[src/sdm_pkg.sv]
// package for the scope display memory control block
package sdm_pkg;
	localparam int ADDR_W      = 15;
	localparam int CNT_W       = 12;
	localparam int DISP_CNT_W  = 14;
	localparam int DATA_W      = 8;
	localparam int XDAC_W      = 10;
	localparam int XDAC_LSB    = 2;
	localparam int HOST_CTL_W  = 7;
	localparam int STEP_SEL_W  = 3;
	localparam int STATIC_W    = 2;
	// host control word bit positions
	localparam int CB_CPU_EN   = 0;
	localparam int CB_DSP_EN   = 1;
	localparam int CB_COPY     = 2;
	localparam int CB_DUAL     = 3;
	localparam int CB_STEP0    = 4;
	// register memory lies above the display memory in the 32K space
	localparam logic [ADDR_W-1:0] REG_BASE = 15'h2000;
	localparam logic [DATA_W-1:0] RESET_PATTERN = 8'h80;
	// counter select codes
	localparam logic [1:0] SEL_XFER = 2'b00;
	localparam logic [1:0] SEL_DISP = 2'b01;
	localparam logic [1:0] SEL_XDEF = 2'b10;
	typedef enum logic [2:0] {
		SDM_IDLE  = 3'b000,
		SDM_XFER  = 3'b001,
		SDM_XWAIT = 3'b010,
		SDM_FETCH = 3'b011,
		SDM_SHOW  = 3'b100,
		SDM_CRD   = 3'b101,
		SDM_CWR   = 3'b110
	} sdm_state_t;
endpackage : sdm_pkg

[src/sdm_display_ctrl.sv]
// display memory addressing, sample handshake and deflection output control
`timescale 1ns/1ps
`default_nettype none
module sdm_display_ctrl #(
	parameter int XFER_LEN = 8192
) (
	// clock and reset
	input  wire logic                       ref_clk,
	input  wire logic                       rstn,
	// acquisition handshake
	input  wire logic                       sample_ready_strobe,
	input  wire logic [sdm_pkg::DATA_W-1:0] sample_data,
	output logic                            latch_read_enable_n,
	output logic                            acq_halt,
	// host control port
	input  wire logic [sdm_pkg::DATA_W-1:0] host_data_bus,
	input  wire logic                       control_latch_strobe,
	input  wire logic [sdm_pkg::STATIC_W-1:0] host_static_bits,
	input  wire logic [sdm_pkg::ADDR_W-1:0] host_addr,
	input  wire logic                       host_wr,
	input  wire logic                       host_rd,
	output logic [sdm_pkg::DATA_W-1:0]      host_rdata,
	input  wire logic                       disp_preset_load,
	// status inputs
	input  wire logic                       transfer_terminal_count,
	input  wire logic                       lock_in,
	// display mode inputs
	input  wire logic                       memory_mode_n,
	input  wire logic                       trace_mode_signal,
	input  wire logic                       signal_intensity_n,
	input  wire logic                       text_intensity,
	input  wire logic                       text_clock,
	input  wire logic                       signal_xy_clock,
	input  wire logic [sdm_pkg::DATA_W-1:0] text_y,
	input  wire logic [sdm_pkg::XDAC_W-1:0] text_x,
	// memory port
	output logic [sdm_pkg::ADDR_W-1:0]      display_address,
	output logic [sdm_pkg::DATA_W-1:0]      mem_wdata,
	input  wire logic [sdm_pkg::DATA_W-1:0] display_data_out,
	output logic                            ram_select_n,
	output logic                            ram_write_enable_n,
	output logic                            cpu_ram_enable_n,
	output logic                            latch_to_ram_n,
	output logic                            transfer_count_clock,
	output logic                            high_bit_set_n,
	output logic                            high_bit_reset_n,
	output logic                            high_bit_clock,
	output logic                            copy_latch_clock,
	output logic                            copy_latch_enable_n,
	output logic [1:0]                      counter_select,
	// deflection outputs
	output logic [sdm_pkg::DATA_W-1:0]      y_dac_code,
	output logic [sdm_pkg::XDAC_W-1:0]      x_dac_code,
	output logic                            spot_intensity_n,
	output logic                            xy_source_switch
);
	localparam int CW = sdm_pkg::CNT_W;
	localparam int DW = sdm_pkg::DATA_W;
	localparam int AW = sdm_pkg::ADDR_W;

	sdm_pkg::sdm_state_t state_reg;

	logic [sdm_pkg::HOST_CTL_W-1:0] ctl_first_reg;
	logic [sdm_pkg::HOST_CTL_W-1:0] ctl_sync_reg;
	logic                           strobe_meta_reg;
	logic                           strobe_sync_reg;
	// counter 0 transfer, 1 display fetch, 2 X deflection or copy target
	logic [CW-1:0]                  cnt_reg [3];
	logic                           half_reg;
	logic [1:0]                     disp_hi_reg;
	logic [DW-1:0]                  hold_reg;
	logic [13:0]                    xfer_done_reg;
	logic                           sync_readout_strobe_reg;

	logic cpu_en;
	logic dsp_en;
	logic copy_req;
	logic dual;
	logic [6:0] x_step;
	logic [AW-1:0] xfer_addr;
	logic [AW-1:0] disp_addr;
	logic [AW-1:0] xdef_addr;
	logic [AW-1:0] copy_dst_addr;

	assign cpu_en   = ctl_sync_reg[sdm_pkg::CB_CPU_EN];
	assign dsp_en   = ctl_sync_reg[sdm_pkg::CB_DSP_EN];
	assign copy_req = ctl_sync_reg[sdm_pkg::CB_COPY];
	assign dual     = ctl_sync_reg[sdm_pkg::CB_DUAL];
	// power-of-two step 1..64 from codes 0..6, zero from code 7, for horizontal expansion
	assign x_step = 7'h01 << ctl_sync_reg[sdm_pkg::CB_STEP0 +: 3];

	// first latch follows the host strobe, second resamples on a
	// readout pulse so a half-written word is never used
	always_ff @(posedge ref_clk) begin
		if (!rstn) begin
			ctl_first_reg <= '0;
			sync_readout_strobe_reg      <= 1'b0;
		end else begin
			sync_readout_strobe_reg <= control_latch_strobe;
			if (control_latch_strobe) begin
				ctl_first_reg <= host_data_bus[6:0];
			end
		end
	end

	always_ff @(posedge ref_clk) begin
		if (!rstn) begin
			ctl_sync_reg <= '0;
		end else if (sync_readout_strobe_reg) begin
			ctl_sync_reg <= ctl_first_reg;
		end
	end

	// strobe comes from the acquisition clock domain
	always_ff @(posedge ref_clk) begin
		if (!rstn) begin
			strobe_meta_reg <= 1'b0;
			strobe_sync_reg <= 1'b0;
		end else begin
			strobe_meta_reg <= sample_ready_strobe;
			strobe_sync_reg <= strobe_meta_reg;
		end
	end

	// address formation per counter
	always_comb begin
		// dual mode: sample pairs A then B share one counter value
		if (dual) begin
			xfer_addr = {2'b00, cnt_reg[0], half_reg};
		end else begin
			xfer_addr = {2'b00, half_reg, cnt_reg[0]};
		end
		disp_addr = {disp_hi_reg, cnt_reg[1], 1'b0};
		xdef_addr = {host_static_bits, 1'b0, cnt_reg[2]};
		copy_dst_addr = sdm_pkg::REG_BASE | {3'b000, cnt_reg[2]};
	end

	// main sequencer; host access and copy beat the sample strobe, which
	// is harmless because the acquisition side holds it until taken
	always_ff @(posedge ref_clk) begin
		if (!rstn) begin
			state_reg     <= sdm_pkg::SDM_IDLE;
			half_reg      <= 1'b0;
			disp_hi_reg   <= 2'b00;
			hold_reg      <= '0;
			xfer_done_reg <= '0;
			for (int i = 0; i < 3; i++) begin
				cnt_reg[i] <= '0;
			end
		end else begin
			unique case (state_reg)
				sdm_pkg::SDM_IDLE: begin
					if (cpu_en) begin
						state_reg <= sdm_pkg::SDM_IDLE;
					end else if (copy_req) begin
						cnt_reg[1] <= '0;
						cnt_reg[2] <= '0;
						state_reg  <= sdm_pkg::SDM_CRD;
					end else if (strobe_sync_reg) begin
						state_reg <= sdm_pkg::SDM_XFER;
					end else if (dsp_en) begin
						state_reg <= sdm_pkg::SDM_FETCH;
					end
					// preset only while idle so a fetch never sees half a load
					if (disp_preset_load) begin
						cnt_reg[1]  <= host_addr[CW:1];
						disp_hi_reg <= host_addr[AW-1:AW-2];
					end
				end
				sdm_pkg::SDM_XFER: begin
					// sample written this cycle; then advance address.
					// the halving stage is the low bit in dual, the top in single
					if (dual) begin
						{cnt_reg[0], half_reg} <= {cnt_reg[0], half_reg} + 13'h0001;
					end else begin
						{half_reg, cnt_reg[0]} <= {half_reg, cnt_reg[0]} + 13'h0001;
					end
					xfer_done_reg <= xfer_done_reg + 14'h0001;
					state_reg <= sdm_pkg::SDM_XWAIT;
				end
				sdm_pkg::SDM_XWAIT: begin
					if (!strobe_sync_reg) begin
						state_reg <= sdm_pkg::SDM_IDLE;
					end
					// wrap after a full screen so the next fill starts at zero
					if (xfer_done_reg == 14'(XFER_LEN)) begin
						cnt_reg[0]    <= '0;
						half_reg      <= 1'b0;
						xfer_done_reg <= '0;
					end
				end
				sdm_pkg::SDM_FETCH: begin
					hold_reg  <= display_data_out;
					state_reg <= sdm_pkg::SDM_SHOW;
				end
				sdm_pkg::SDM_SHOW: begin
					cnt_reg[1] <= cnt_reg[1] + 12'h001;
					cnt_reg[2] <= cnt_reg[2] + {5'b00000, x_step};
					state_reg  <= sdm_pkg::SDM_IDLE;
				end
				sdm_pkg::SDM_CRD: begin
					hold_reg  <= display_data_out;
					state_reg <= sdm_pkg::SDM_CWR;
				end
				sdm_pkg::SDM_CWR: begin
					cnt_reg[1] <= cnt_reg[1] + 12'h001;
					cnt_reg[2] <= cnt_reg[2] + 12'h001;
					// stop at the end of the 4K register area even if copy stays set
					if (!copy_req || &cnt_reg[2]) begin
						state_reg <= sdm_pkg::SDM_IDLE;
					end else begin
						state_reg <= sdm_pkg::SDM_CRD;
					end
				end
				default: state_reg <= sdm_pkg::SDM_IDLE;
			endcase
			// terminal count restarts the fill from zero in any state,
			// since it may arrive while a copy holds the sequencer
			if (transfer_terminal_count) begin
				cnt_reg[0]    <= '0;
				half_reg      <= 1'b0;
				xfer_done_reg <= '0;
			end
		end
	end

	// memory port and strobes; every output registered
	always_ff @(posedge ref_clk) begin
		if (!rstn) begin
			display_address      <= '0;
			mem_wdata            <= '0;
			ram_select_n         <= 1'b1;
			ram_write_enable_n   <= 1'b1;
			cpu_ram_enable_n     <= 1'b1;
			latch_to_ram_n       <= 1'b1;
			latch_read_enable_n  <= 1'b1;
			transfer_count_clock <= 1'b0;
			counter_select       <= sdm_pkg::SEL_XFER;
			high_bit_set_n       <= 1'b1;
			high_bit_reset_n     <= 1'b1;
			high_bit_clock       <= 1'b0;
			copy_latch_clock     <= 1'b0;
			copy_latch_enable_n  <= 1'b1;
			host_rdata           <= '0;
			acq_halt             <= 1'b0;
		end else begin
			ram_select_n         <= 1'b1;
			ram_write_enable_n   <= 1'b1;
			latch_to_ram_n       <= 1'b1;
			transfer_count_clock <= 1'b0;
			high_bit_clock       <= 1'b0;
			copy_latch_clock     <= 1'b0;
			// set and reset force the external high address bit to the preset
			high_bit_set_n       <= ~disp_hi_reg[0];
			high_bit_reset_n     <= disp_hi_reg[0];
			cpu_ram_enable_n     <= ~cpu_en;
			acq_halt             <= copy_req;
			copy_latch_enable_n  <= ~(state_reg == sdm_pkg::SDM_CWR);
			latch_read_enable_n  <= ~(state_reg == sdm_pkg::SDM_XFER);
			// read data settle one cycle after the host address is set up
			if (!cpu_ram_enable_n && !ram_select_n && ram_write_enable_n) begin
				host_rdata <= display_data_out;
			end
			// a sample already taken when the host path opens is still
			// written, or the acquisition side would wait for it forever
			if (cpu_en && state_reg != sdm_pkg::SDM_XFER) begin
				// host path reaches any location; reset pattern comes from host
				display_address    <= host_addr;
				mem_wdata          <= host_data_bus;
				ram_select_n       <= ~(host_wr | host_rd);
				ram_write_enable_n <= ~host_wr;
			end else begin
				unique case (state_reg)
					sdm_pkg::SDM_XFER: begin
						counter_select       <= sdm_pkg::SEL_XFER;
						display_address      <= xfer_addr;
						mem_wdata            <= sample_data;
						ram_select_n         <= 1'b0;
						ram_write_enable_n   <= 1'b0;
						latch_to_ram_n       <= 1'b0;
						transfer_count_clock <= 1'b1;
					end
					sdm_pkg::SDM_FETCH: begin
						counter_select  <= sdm_pkg::SEL_DISP;
						display_address <= disp_addr;
						ram_select_n    <= 1'b0;
						high_bit_clock  <= 1'b1;
					end
					sdm_pkg::SDM_SHOW: begin
						counter_select  <= sdm_pkg::SEL_XDEF;
						display_address <= xdef_addr;
					end
					sdm_pkg::SDM_CRD: begin
						counter_select   <= sdm_pkg::SEL_DISP;
						display_address  <= disp_addr;
						ram_select_n     <= 1'b0;
						copy_latch_clock <= 1'b1;
					end
					sdm_pkg::SDM_CWR: begin
						counter_select     <= sdm_pkg::SEL_XDEF;
						display_address    <= copy_dst_addr;
						mem_wdata          <= hold_reg;
						ram_select_n       <= 1'b0;
						ram_write_enable_n <= 1'b0;
					end
					default: begin
						display_address <= display_address;
					end
				endcase
			end
		end
	end

	// deflection and intensity selection; the X code drops the two low
	// counter bits, so at step 1 four samples share each horizontal position
	always_ff @(posedge ref_clk) begin
		if (!rstn) begin
			y_dac_code       <= '0;
			x_dac_code       <= '0;
			spot_intensity_n <= 1'b1;
			xy_source_switch <= 1'b0;
		end else if (memory_mode_n) begin
			// selector idle outside memory mode: beam held off
			spot_intensity_n <= 1'b1;
			xy_source_switch <= 1'b0;
		end else if (trace_mode_signal) begin
			y_dac_code       <= hold_reg;
			x_dac_code       <= cnt_reg[2][11:2];
			// copy has no signal display on screen
			spot_intensity_n <= signal_intensity_n | copy_req;
			xy_source_switch <= signal_xy_clock;
		end else begin
			y_dac_code       <= text_y;
			x_dac_code       <= text_x;
			spot_intensity_n <= ~text_intensity;
			xy_source_switch <= text_clock;
		end
	end

	// lock mode is observed by the host only; no local effect
	logic unused_lock;
	assign unused_lock = lock_in;
endmodule : sdm_display_ctrl
`default_nettype wire

[config.mk]
export PLATFORM = sky130hd
export DESIGN_NAME = sdm_display_ctrl
export DESIGN_NICKNAME = d
export VERILOG_FILES = /design/src/sdm_pkg.sv /design/src/sdm_display_ctrl.sv
export SDC_FILE = /design/constraint.sdc
export NUM_CORES = 1
export LEC_CHECK = 0
export ABC_AREA = 1
export BUFFER_PORTS_ARGS = -buffer_cell sky130_fd_sc_hd__buf_2
export CORE_MARGIN = 5
export CORE_UTILIZATION = 50
export DETAILED_ROUTE_END_ITERATION = 6
export PLACE_DENSITY = 0.76
export SYNTH_ARGS = -nofsm -noshare
export SYNTH_HDL_FRONTEND = slang
export SYNTH_SLANG_ARGS = --single-unit
export TNS_END_PERCENT = 20
[constraint.sdc]
create_clock -name ref_clk -period 2.2 [get_ports ref_clk]
set_clock_uncertainty 0.1 [all_clocks]
set_input_delay 0.22 -clock ref_clk [delete_from_list [all_inputs] [get_ports ref_clk]]
set_output_delay 0.22 -clock ref_clk [all_outputs]
set_load 0.03 [all_outputs]
**After elaboration in Yosys (flattened, before gate mapping)**

Index checks and enable logic that the tools add are counted.

- Register bits: 146
- Bits in latches: 0
- Memory bits (writable): 0
- Memory bits (read-only): 0
- Input port bits: 74
- Output and inout port bits: 65
- Word-level logic and storage cells: 130
- Memories: 0

- Add/subtract/negate cells: 6
- Multiply operators: 0
- Divide/modulo/power cells: 0
- Magnitude comparators: 0
- Eq/ne operators: 15
- Shift operators: 1
- Muxes and demuxes: 37
- Bitwise logic cells: 11
- Reduce and logical (&&, ||, !) cells: 27

Operator list:

| operator | number |
|---|---|
| $pmux 24 s3 | 1 |
| $pmux 15 s4 | 1 |
| $mux 24 | 2 |
| $mux 12 | 3 |
| $pmux 14 s2 | 1 |
| $add 13x1->13 const B | 2 |
| $add 12x1->12 const B | 2 |
| $pmux 12 s2 | 1 |
| $mux 3 | 6 |
| $pmux 3 s6 | 1 |
| $mux 8 | 2 |
| $pmux 8 s2 | 1 |
| $mux 15 | 1 |
| $add 14x1->14 const B | 1 |
| $eq 14x14->1 const B | 1 |
| $mux 14 | 1 |
| $mux 13 | 1 |
| $add 12x7->12 | 1 |
| $mux 1 | 12 |
| $reduce_and 12->1 | 1 |
| $reduce_or 2->1 | 6 |
| $mux 10 | 1 |
| $eq 3x3->1 const B | 3 |
| $not 1->1 | 9 |
| 20 further kinds | 36 |

**Longest topological paths before layout**

Gate-level depths: netlist of run 1.

- Word-level depth: 5
- Depth in mapped cells: 16
- Gate-level depth less buffers: 15

**Worst setup path after synthesis of run 1**

No wires, ideal clock.

- Path type: register to register
- Start: register state_reg[2]
- End: register cnt_reg[10] in the netlist's numbering
- Library setup time: 117 ps
- Data arrival time: 2143 ps
- Data required time: 1983 ps
- Path slack: -160 ps
- Stages on the path, launching flop included: 17
- Buffers on the path: 1
- Path through: dfxtp_1 > inv_2 > nor2_4 > nand2_2 > inv_2 > buf_2 > nor3_1 > inv_1 > fa_1 > inv_1 > nand3_1 > nand2_1 > nand3_1 > nand3_1 > nand2_1 > o21ai_0 > nor2_1

- Word-level cells in the longest chain between the ends: 3

Ends and longest elaborated chain:

| what | RTL line | source |
|---|---|---|
| from (decl) | sdm_display_ctrl.sv:61 | `sdm_pkg::sdm_state_t state_reg;` |
| from (signal assigned) | sdm_display_ctrl.sv:142 | `state_reg <= sdm_pkg::SDM_IDLE;` |
| from (signal assigned) | sdm_display_ctrl.sv:154 | `state_reg <= sdm_pkg::SDM_IDLE;` |
| from (signal assigned) | sdm_display_ctrl.sv:158 | `state_reg <= sdm_pkg::SDM_CRD;` |
| $eq 3x3->1 / $logic_not 3->1 (equally long branches) | sdm_display_ctrl.sv:151 | `unique case (state_reg)` |
| $reduce_bool 3->1 (no line) / $ne 2x2->1 (equally long branches) | -- |  |
| $reduce_and 3->1 (no line) | -- |  |
| to (decl) | sdm_display_ctrl.sv:68 | `logic [CW-1:0] cnt_reg [3];` |

Several ways; a longest one is shown, not always the timed one.
A chain may end at the register's enable or synchronous reset.

**Worst setup path after layout of run 1**

- Start: register state_reg[2]
- End: register cnt_reg[8] in the netlist's numbering

The elaborated chain is that of the path after synthesis.

==> results of run 1 <==
[routing by layer]
layer | vias to the layer above | GRT usage (%) | share of wire [%]
met5 | - | 0 | 0
met4 | 0 | 12.04 | 3.8
met3 | 64 | 4.837 | 6.2
met2 | 257 | 41.34 | 48
met1 | 3537 | 31.58 | 42
li1 | 3880 | - | -
[area by class of cell]
class                   count  area [µm²]  share of cell area [%]
multi-input cells         744        3737                   40.10
flip-flops and latches    146        2930                   31.44
repair buffers            210        1351                   14.50
clock buffers              22       494.2                   5.303
inverters                 119       451.7                   4.847
well taps                 184       230.2                   2.470
clock inverters            10       121.4                   1.302
diodes                      1       2.502                 0.02685
[tightest hold or removal path, cell delays in order]
cell and delay, ns:
buf_2 0.08, o21ai_0 0.08, a21oi_1 0.12
[worst paths after layout]
check | startpoint | end | slack [ns]
hold / removal | host_addr[0] | display_address[0] | 0.02
hold reg to reg | ctl_sync_reg[0] | cpu_ram_enable_n | 0.30
setup / recovery | state_reg[2] | cnt_reg[8] | 0.11
setup reg to reg | state_reg[2] | cnt_reg[8] | 0.11
[power groups by stage]
stage / Clock, mW / Combinational, mW / Sequential [mW]
2_1_floorplan: 0 / 1.05 / 3.52
3_3_place_gp: 0 / 1.90 / 3.20
3_5_place_dp: 0 / 1.93 / 3.21
4_1_cts: 3.01 / 2.01 / 3.16
5_1_grt: 3.14 / 2.24 / 3.19
6_report: 2.96 / 2.05 / 3.17
[what timing repair did]
action                                  4_1_cts  5_1_grt
endpoints found under the setup margin        0        7
buffers inserted                              0        1
hold buffers                                 47        0
resized for setup                             0       14
hold endpoints to repair                     55        0
[cell families (layout without fill, tap and decap cells)]
| logic type | after synthesis | after routing | share of synthesized area [%] |
|---|---|---|---|
| simple gates | 442 | 442 | 25.90 |
| fa+ha+maj | 13 | 13 | 2.345 |
| flops | 146 | 146 | 40.28 |
| buf+inv | 168 | 361 | 9.381 |
| compound gates | 276 | 276 | 20.42 |
| other cells | 0 | 1 | 0 |
| mux | 6 | 6 | 0.8278 |
| xor+xnor | 7 | 7 | 0.8450 |
[through the flow]
stage	setup TNS, ns	hold slack, ns
after floorplan	-0.02835	0.2176
after global placement	0	0.2816
after detailed placement	0	0.2807
after CTS	0	0.001204
after global routing	-0.01355	0.02107
final	0	0.01539
[cell usage in the layout (no fill, tap or decap), drive strengths merged, types with 3 or more instances in the layout]
master,Yosys,routed
nand2,224,224
nand3,57,57
dfxtp,146,146
clkbuf,23,22
a31oi,11,11
mux2i,6,6
nor3,25,25
dlygate4sd3,0,47
o211ai,12,12
o21ai,139,139
nor2,111,111
a22oi,12,12
buf,26,163
inv,119,122
a21oi,96,96
nand4,18,18
or2,3,3
clkinvlp,0,4
xor2,5,5
ha,12,12
==> results_dict.tcl, run 1 <==
set metrics [dict create \
    status "finished, final reports clean" \
    critPathMaxStageDelay_ns 0.37 \
    place.gp.congestion 0.8897 \
    num_vias 7738 \
    p_int_mw 5.444 \
    grtUsageTotal_pct 25.05 \
    clkSinkCount 146 \
    hpwl_mm 14.96 \
    grt_pass1_wl_mm 33.89 \
    yosysSeqAreaShare_pct 40.28 \
    route.detailed.drc 0 \
    p_clk_share_pct 36.2 \
    clock_path_buffers 2 \
    leakage_nw 4.122 \
    synth-main-ff-cell "dfxtp_1" \
    clkTransAtPathRegs_ns 0.06 \
    antenna_found_initial 1 \
    io_pins 139 \
    design.die.area_um2 17020 \
    post-route-util_pct 64.86 \
    path_buf_inv 3 \
    synthToLayoutAreaGrowth_pct 28.44 \
    finalPower_mw 8.173 \
    ys_ff_latch 146 \
    numCtsBuffers 17 \
    synth-edff-count 0 \
    relSlewSlack_pct 45.05 \
    clock.fmax_ghz 0.4790 \
    fillCellCount 1227 \
    arrival_ns 2.31 \
    drt_iter0_drc 709 \
    yosys_warnings 0 \
    hold_class "input pin to flip-flop" \
    path_delay_family "simple AND/OR/NAND/NOR gates" \
    syn-cell-area_um2 7256 \
    postSynthAreaPerCell_um2 6.858 \
    r2r.worst_path.cells 15 \
    clkLatencyLatePin_ns 0.42 \
    drv_slew 0 \
    crit_chain "inv_4 -> nor2_4 -> nand2_4 -> o31ai_2 -> ha_2 -> inv_2 -> fa_2 -> inv_2 -> nand3_2 -> nand2_2 -> nand3_2 -> nand3_2 -> nand2_2 -> xor2_1 -> nor2_1" \
    netSwitchingPower_mw 2.730 \
    io_buffers 137 \
    switching_share_pct 33.40 \
    syn-instance-count 1058 \
    ctsHtreeMaxLevel 4 \
    cts_tree "yes" \
    stdcell_count 1436 \
    power_density_nw_per_um2 877.1 \
    ys_top_cells_by_count "217 x nand2_1, 146 x dfxtp_1, 120 x o21ai_0, 107 x nor2_1, 106 x inv_1" \
    firstDrtPassIters 5 \
    core_um2 14370 \
    combinationalPowerShare_pct 25.0 \
    finalHoldViolCount 0 \
    cp_max_fo 4 \
    async_flop_share_pct 0 \
    hold_depth 3 \
    numPlacedInstances 1355 \
    cp_common_cell "nand3_2" \
    seqPwrFrac_pct 38.7 \
    synth.net_count 1145 \
    maxCapViolations 0 \
    crit_type "flip-flop to flip-flop" \
    dieWidth_um 130.5 \
    preCtsSetupSlack_ns 0.05234 \
    setup_ws_ns 0.1125 \
    post-route-period-util_pct 94.89 \
    grt_overflow_total 0 \
    rows 44 \
    rsz0062_at_grt "yes" \
    ys_types 37 \
    critPathCaptureType "flip-flop" \
    finalSetupViolCount 0 \
    cts_root_buf "clkbuf_16" \
    start_util_pct 50.50 \
    grt_max_degree 91 \
    cp.depth 15 \
    cp.required_ns 2.42 \
    grt_pass1_vias 7093 \
    wl_mm 21.51 \
    final_nets 1325 \
    synth_top_cells_by_area "dfxtp_1 40%, nand2_1 11%, o21ai_0 8.3%, a21oi_1 6.6%, nor2_1 5.5%" \
    final_antenna_net_count 0 \
    die_y_um 130.5 \
    fin_crit_ns 2.088 \
    max-vdd-ir-drop_mv 0.5542 \
    worst_path_max_delay_cell "dfxtp_4" \
    largest_reg_flops 36 \
    synth_top_area_share_pct 40.28 \
    drive_gt1_share_pct 19.82 \
    yosysTopAreaCell "dfxtp_1" \
    finalInstanceArea_um2 9319 \
    critPathLaunchType "flip-flop" \
    yosysMostFrequentCell "nand2_1" \
    wl_per_cell_um 14.98 \
    viasPerCell 5.389 \
    place_area_um2 8175 \
    tightest_slew_ns 0.8242 \
]
Note: power is estimated with default switching activity, not from simulation.
==> run 2: changes to the inputs <==
--- a/config.mk
+++ b/config.mk
@@ -11,6 +11,7 @@
 export CORE_UTILIZATION = 50
 export DETAILED_ROUTE_END_ITERATION = 6
 export PLACE_DENSITY = 0.76
+export RECOVER_POWER = 50
 export SYNTH_ARGS = -nofsm -noshare
 export SYNTH_HDL_FRONTEND = slang
 export SYNTH_SLANG_ARGS = --single-unit
==> run 2 against run 1 <==
The flow now finishes with violations (capacitance limit, slew limit). Non-clock buffer count is the same. Register-to-register slack about the same. Via count decreased by 0.13%. Sequential power is essentially flat. Sequential share of layout area increased by 0.25 points. Worst setup slack worse by 0.0033 ns. Total power fell by 0.41%. Sequential cell count unchanged. Hold slack lost 0.0015 ns. Critical path type unchanged. Largest power group unchanged.
==> results_dict.tcl, run 2 (synthesized netlist as in run 1, its figures left out) <==
set metrics [dict create \
    status "finished with violations" \
    violations "capacitance limit, slew limit" \
    grt_pass1_wl_mm 33.89 \
    rsz0062_at_grt "yes" \
    crit_chain "inv_4 -> nor2_4 -> nand2_4 -> o31ai_2 -> ha_2 -> inv_2 -> fa_2 -> inv_2 -> nand3_2 -> nand2_2 -> nand3_2 -> nand3_2 -> nand2_2 -> xor2_1 -> nor2_1" \
    clkSinkCount 146 \
    final_common_cell "nand2_1" \
    worstHoldEndpoint "display_address[0]" \
    worst_r2r_startpoint "state_reg[2]" \
    cp_common_cell "nand3_2" \
    fillCellCount 1257 \
    setup_ws_ns 0.1091 \
    critPathMaxStageDelay_ns 0.37 \
    hold_start "host_addr[0]" \
    clkTransAtPathRegs_ns 0.06 \
    die_y_um 130.5 \
    hold_class "input pin to flip-flop" \
    design.die.area_um2 17020 \
    crit_type "flip-flop to flip-flop" \
    p_int_mw 5.405 \
    place.gp.congestion 0.8897 \
    power_density_nw_per_um2 880.5 \
    finalPower_mw 8.140 \
    rows 44 \
    r2r.worst_path.cells 15 \
    final_cell_mix "214 x nand2_1, 142 x dfxtp_1, 117 x o21ai_0" \
    preCtsSetupSlack_ns 0.05234 \
    io_pins 139 \
    ctsHtreeMaxLevel 4 \
    path_delay_family "simple AND/OR/NAND/NOR gates" \
    viasPerCell 5.382 \
    critPathLaunchType "flip-flop" \
    start_util_pct 50.50 \
    cp.required_ns 2.42 \
    numCtsBuffers 17 \
    combinationalPowerShare_pct 24.7 \
    dieWidth_um 130.5 \
    hpwl_mm 14.96 \
    core_um2 14370 \
    clkLatencyLatePin_ns 0.42 \
    clock_path_buffers 2 \
    maxCapViolations 1 \
    wl_per_cell_um 15.01 \
    io_buffers 137 \
    antenna_found_initial 1 \
    worst_path_max_delay_cell "dfxtp_4" \
    hold_depth 3 \
    cts_tree "yes" \
    path_buf_inv 3 \
    critPathCaptureType "flip-flop" \
    drv_slew 91 \
    drt_iter0_drc 641 \
    grt_overflow_total 0 \
    seqPwrFrac_pct 38.9 \
    r2r-end "cnt_reg[8]" \
    arrival_ns 2.31 \
    grt_pass1_vias 7093 \
    fin_crit_ns 2.091 \
    cp_max_fo 4 \
    r2r_setup_slack_ns 0.11 \
    cts_root_buf "clkbuf_16" \
    relSlewSlack_pct -9.867 \
    clock.fmax_ghz 0.4783 \
    tightest_slew_ns 1.648 \
    grtUsageTotal_pct 25.05 \
    drive_gt1_share_pct 15.27 \
    route.detailed.drc 0 \
    num_vias 7728 \
    wl_mm 21.56 \
    firstDrtPassIters 5 \
    p_clk_share_pct 36.4 \
    final_antenna_net_count 0 \
    leakage_nw 3.910 \
    netSwitchingPower_mw 2.735 \
    synthToLayoutAreaGrowth_pct 27.42 \
    post-route-period-util_pct 95.04 \
    switching_share_pct 33.60 \
    max-vdd-ir-drop_mv 0.5561 \
    largest_reg_flops 36 \
    finalSetupViolCount 0 \
    grt_max_degree 91 \
    final_nets 1325 \
    finalHoldViolCount 0 \
]
## run 2: worst min-delay path: stages
cell	delay, ns
buf_2	0.08
o21ai_0	0.08
a21oi_1	0.12
## run 2: power by group through the flow
stage / Sequential [mW] / Combinational [mW] / Clock, mW
after floorplan: 3.52 / 1.05 / 0
after global placement: 3.20 / 1.90 / 0
after detailed placement: 3.21 / 1.93 / 0
after CTS: 3.16 / 2.01 / 3.01
after global routing: 3.20 / 2.20 / 3.14
final: 3.17 / 2.01 / 2.96
## run 2: worst max-delay path by stage
stage | start | slack [ns] | end | cells past startpoint
4_1_cts | state_reg[2] | 0.03 | cnt_reg[9] | 14
5_1_grt | state_reg[2] | -0.007 | cnt_reg[8] | 15
3_3_place_gp | state_reg[2] | 0.11 | cnt_reg[8] | 15
6_report | state_reg[2] | 0.11 | cnt_reg[8] | 15
2_1_floorplan | state_reg[2] | -0.01 | cnt_reg[8] | 15
3_5_place_dp | state_reg[2] | 0.05 | cnt_reg[9] | 14
## run 2: what timing repair did
| item | in CTS | in global routing |
|---|---|---|
| hold buffers | 47 | 0 |
| resized for setup | 0 | 14 |
| hold endpoints to repair | 55 | 0 |
| endpoints found under the setup margin | 0 | 7 |
| buffers inserted | 0 | 1 |
## run 2: routing by layer
| layer | part of all wire [%] | global-route usage [%] |
|---|---|---|
| met5 | 0 | 0 |
| met4 | 3.7 | 12.04 |
| met3 | 6.2 | 4.837 |
| met2 | 48 | 41.34 |
| met1 | 42 | 31.58 |
## run 2: final cells by class
class	instances	area [µm²]	share of cell area [%]
Sequential cell	146	2930	31.70
Clock buffer	22	494.2	5.346
Antenna cell	1	2.502	0.02707
Clock inverter	10	121.4	1.313
Inverter	119	451.7	4.886
Timing Repair Buffer	210	1277	13.82
Tap cell	184	230.2	2.490
Multi-Input combinational cell	744	3737	40.42
## run 2: per-stage QoR
step	hold slack, ns	instances	utilization, %	setup TNS (ns)	area, µm²
global placement	0.2816	1355	56.90	0	8175
finish	0.01393	1436	64.34	0	9245
detailed placement	0.2807	1355	56.90	0	8175
global route	0.02107	1436	64.34	-0.01355	9245
floorplan	0.2176	1058	-	-0.02835	7312
CTS	0.001204	1434	64.45	0	9261
==> run 3: changes to the inputs <==
--- a/config.mk
+++ b/config.mk
@@ -5,7 +5,6 @@
 export SDC_FILE = /design/constraint.sdc
 export NUM_CORES = 1
 export LEC_CHECK = 0
-export ABC_AREA = 1
 export BUFFER_PORTS_ARGS = -buffer_cell sky130_fd_sc_hd__buf_2
 export CORE_MARGIN = 5
 export CORE_UTILIZATION = 50
==> run 3 against run 2 <==
The flow finishes with violations (setup timing). Clock-buffer cell count shrank 2. Cell area grew 4.9%. Wire length grew 2.0%. Synthesized area shrank 0.90%. Maximum frequency shrank 12%. Critical path type unchanged. Largest power group is now the clock network.
==> results_dict.tcl, run 3 <==
set metrics [dict create \
    final_common_cell "dfxtp_1" \
    status "finished with violations" \
    critPathLaunchType "flip-flop" \
    clock_path_buffers 2 \
    yosysSeqAreaShare_pct 40.65 \
    synth_top_area_share_pct 40.65 \
    critPathCaptureType "flip-flop" \
    hpwl_mm 15.14 \
    ys_types 58 \
    io_pins 139 \
    post-route-util_pct 69.31 \
    met2_usage_pct 41.64 \
    worst_path_max_delay_cell "fa_2" \
    switching_share_pct 26.39 \
    synthToLayoutAreaGrowth_pct 34.84 \
    syn-cell-area_um2 7191 \
    numPlacedInstances 1204 \
    core_um2 13990 \
    preCtsSetupSlack_ns -0.2260 \
    r2r_setup_slack_ns -0.18 \
    leakage_nw 4.023 \
    ys_top_cells_by_count "146 x dfxtp_1, 112 x nor2_1, 85 x a21oi_1, 81 x nand2_1, 66 x mux2i_1" \
    die_y_um 129.9 \
    start_util_pct 51.40 \
    fillCellCount 1099 \
    critPathMaxStageDelay_ns 0.38 \
    syn-instance-count 868 \
    clkTransAtPathRegs_ns 0.06 \
    hold_depth 3 \
    clock.fmax_ghz 0.4206 \
    setup_ws_ns -0.1777 \
    grt_overflow_total 0 \
    maxCapViolations 0 \
    yosysMostFrequentCell "dfxtp_1" \
    path_buf_inv 1 \
    cp.required_ns 2.47 \
    rows 43 \
    clkSinkCount 146 \
    largest_reg_flops 36 \
    viasPerCell 5.807 \
    tightest_slew_ns 1.053 \
    grt_pass1_vias 7143 \
    drv_slew 0 \
    dieWidth_um 129.9 \
    violations "setup timing" \
    wl_mm 21.99 \
    cp_max_fo 3 \
    cts_tree "yes" \
    firstDrtPassIters 5 \
    arrival_ns 2.65 \
    hold_slack_ns 0.01625 \
    fin_crit_ns 2.378 \
    place.gp.congestion 0.8805 \
    hold_class "input pin to flip-flop" \
    postSynthAreaPerCell_um2 8.284 \
    synth-main-ff-cell "dfxtp_1" \
    num_vias 7387 \
    cp_common_cell "nand2b_4" \
    busiest_layer "met2" \
    numCtsBuffers 17 \
    final_nets 1164 \
    antenna_found_initial 0 \
    drive_gt1_share_pct 27.52 \
    finalSetupViolCount 9 \
    grt_max_degree 39 \
    async_flop_share_pct 0 \
    stdcell_count 1272 \
    r2r.worst_path.cells 10 \
    wl_per_cell_um 17.29 \
    grtUsageTotal_pct 26.05 \
    p_int_mw 4.658 \
    final_antenna_net_count 0 \
    grt_use_met1_pct 33.25 \
    route.detailed.drc 0 \
    synth_top_cells_by_area "dfxtp_1 41%, mux2i_1 9.2%, a21oi_1 5.9%, nor2_1 5.8%, nand2_1 4.2%" \
    ys_ff_latch 146 \
    finalPower_mw 6.328 \
    power_density_nw_per_um2 652.6 \
    io_buffers 137 \
    synth.net_count 955 \
    cts_root_buf "clkbuf_16" \
    final_cell_mix "144 x dfxtp_1, 137 x buf_2, 110 x nor2_1" \
    crit_type "flip-flop to flip-flop" \
    rsz0062_at_grt "yes" \
    cp.depth 10 \
    netSwitchingPower_mw 1.670 \
    finalHoldViolCount 0 \
    grt_pass1_wl_mm 35.05 \
    yosys_warnings 0 \
    seqPwrFrac_pct 43.8 \
    max-vdd-ir-drop_mv 0.5820 \
    grt_use_met3_pct 7.081 \
    synth-edff-count 0 \
    drt_iter0_drc 789 \
    combinationalPowerShare_pct 10.8 \
    clkLatencyLatePin_ns 0.44 \
    ctsHtreeMaxLevel 4 \
    p_clk_share_pct 45.5 \
    relSlewSlack_pct 29.83 \
    design.die.area_um2 16880 \
    crit_chain "nand2b_4 -> nor2_4 -> or3_1 -> buf_4 -> fa_2 -> nand2b_4 -> a21oi_4 -> o311a_4 -> nand4_1 -> a21oi_2" \
    path_delay_family "simple AND/OR/NAND/NOR gates" \
    yosysTopAreaCell "dfxtp_1" \
    post-route-period-util_pct 108.1 \
]
-- run 3: cell types whose count changed after synthesis, sizes merged, moves of 14 or more --
cell / delta
mux2i: +60
clkbuf: +24
o21ai: -114
nand2: -143
buf: -14
inv: -99
a311oi: +14
nand3: -27
-- run 3: routing by layer --
| metal | up-vias | wire length (µm) |
|---|---|---|
| met5 | - | 0 |
| met1 | 3438 | 9026 |
| met3 | 71 | 1654 |
| li1 | 3543 | - |
| met4 | 0 | 752 |
| met2 | 335 | 10560 |
-- run 3: worst paths after layout --
check                      start                  to
setup reg to reg    state_reg[0]         cnt_reg[10]
setup / recovery    state_reg[0]         cnt_reg[10]
hold / removal      host_addr[0]  display_address[0]
hold reg to reg   disp_hi_reg[0]      high_bit_set_n
-- run 3: power by group through the flow --
| stage | Combinational, mW | Sequential, mW | Clock (mW) |
|---|---|---|---|
| floorplan | 0.326 | 2.88 | 0 |
| global placement | 0.606 | 2.82 | 0 |
| detailed placement | 0.613 | 2.83 | 0 |
| CTS | 0.662 | 2.77 | 2.91 |
| global route | 0.738 | 2.78 | 3.04 |
| finish | 0.681 | 2.77 | 2.88 |
-- run 3: cell families after synthesis --
kind of cell	synth area share, %
AOI/OAI and AO/OA	20.50
xor gates and xnor gates	1.462
adders and majority gates	2.366
buffers and inverters	4.280
DFF	40.65
muxes	9.344
and+or+nand+nor	21.40
-- run 3: layout make-up --
| cell class | instances | area (µm²) | share of cell area [%] |
|---|---|---|---|
| Inverter | 20 | 75.07 | 0.7743 |
| Clock inverter | 12 | 120.1 | 1.239 |
| Multi-Input combinational cell | 643 | 4245 | 43.79 |
| Sequential cell | 146 | 2930 | 30.22 |
| Timing Repair Buffer | 249 | 1628 | 16.79 |
| Clock buffer | 20 | 466.7 | 4.814 |
| Tap cell | 180 | 225.2 | 2.323 |
| Antenna cell | 2 | 5.005 | 0.05162 |
-- run 3: what timing repair did --
item	4_1_cts	5_1_grt
setup buffers	2	4
endpoints found under the setup margin	29	44
endpoints found under the hold margin	35	0
pin swaps	19	23
resized for setup	26	30
hold buffers	29	0
-- run 3: stage by stage --
stage | area (µm²) | TNS, ns
final | 9696 | -1.087
after CTS | 9512 | -0.5297
after global placement | 8527 | -1.025
after detailed placement | 8527 | -1.473
after floorplan | 7258 | -1.330
after global routing | 9691 | -2.597
-- run 3: tightest hold or removal path: stages --
cell and delay [ns]:
buf_2 0.09, o21ai_0 0.07, o21ai_0 0.13
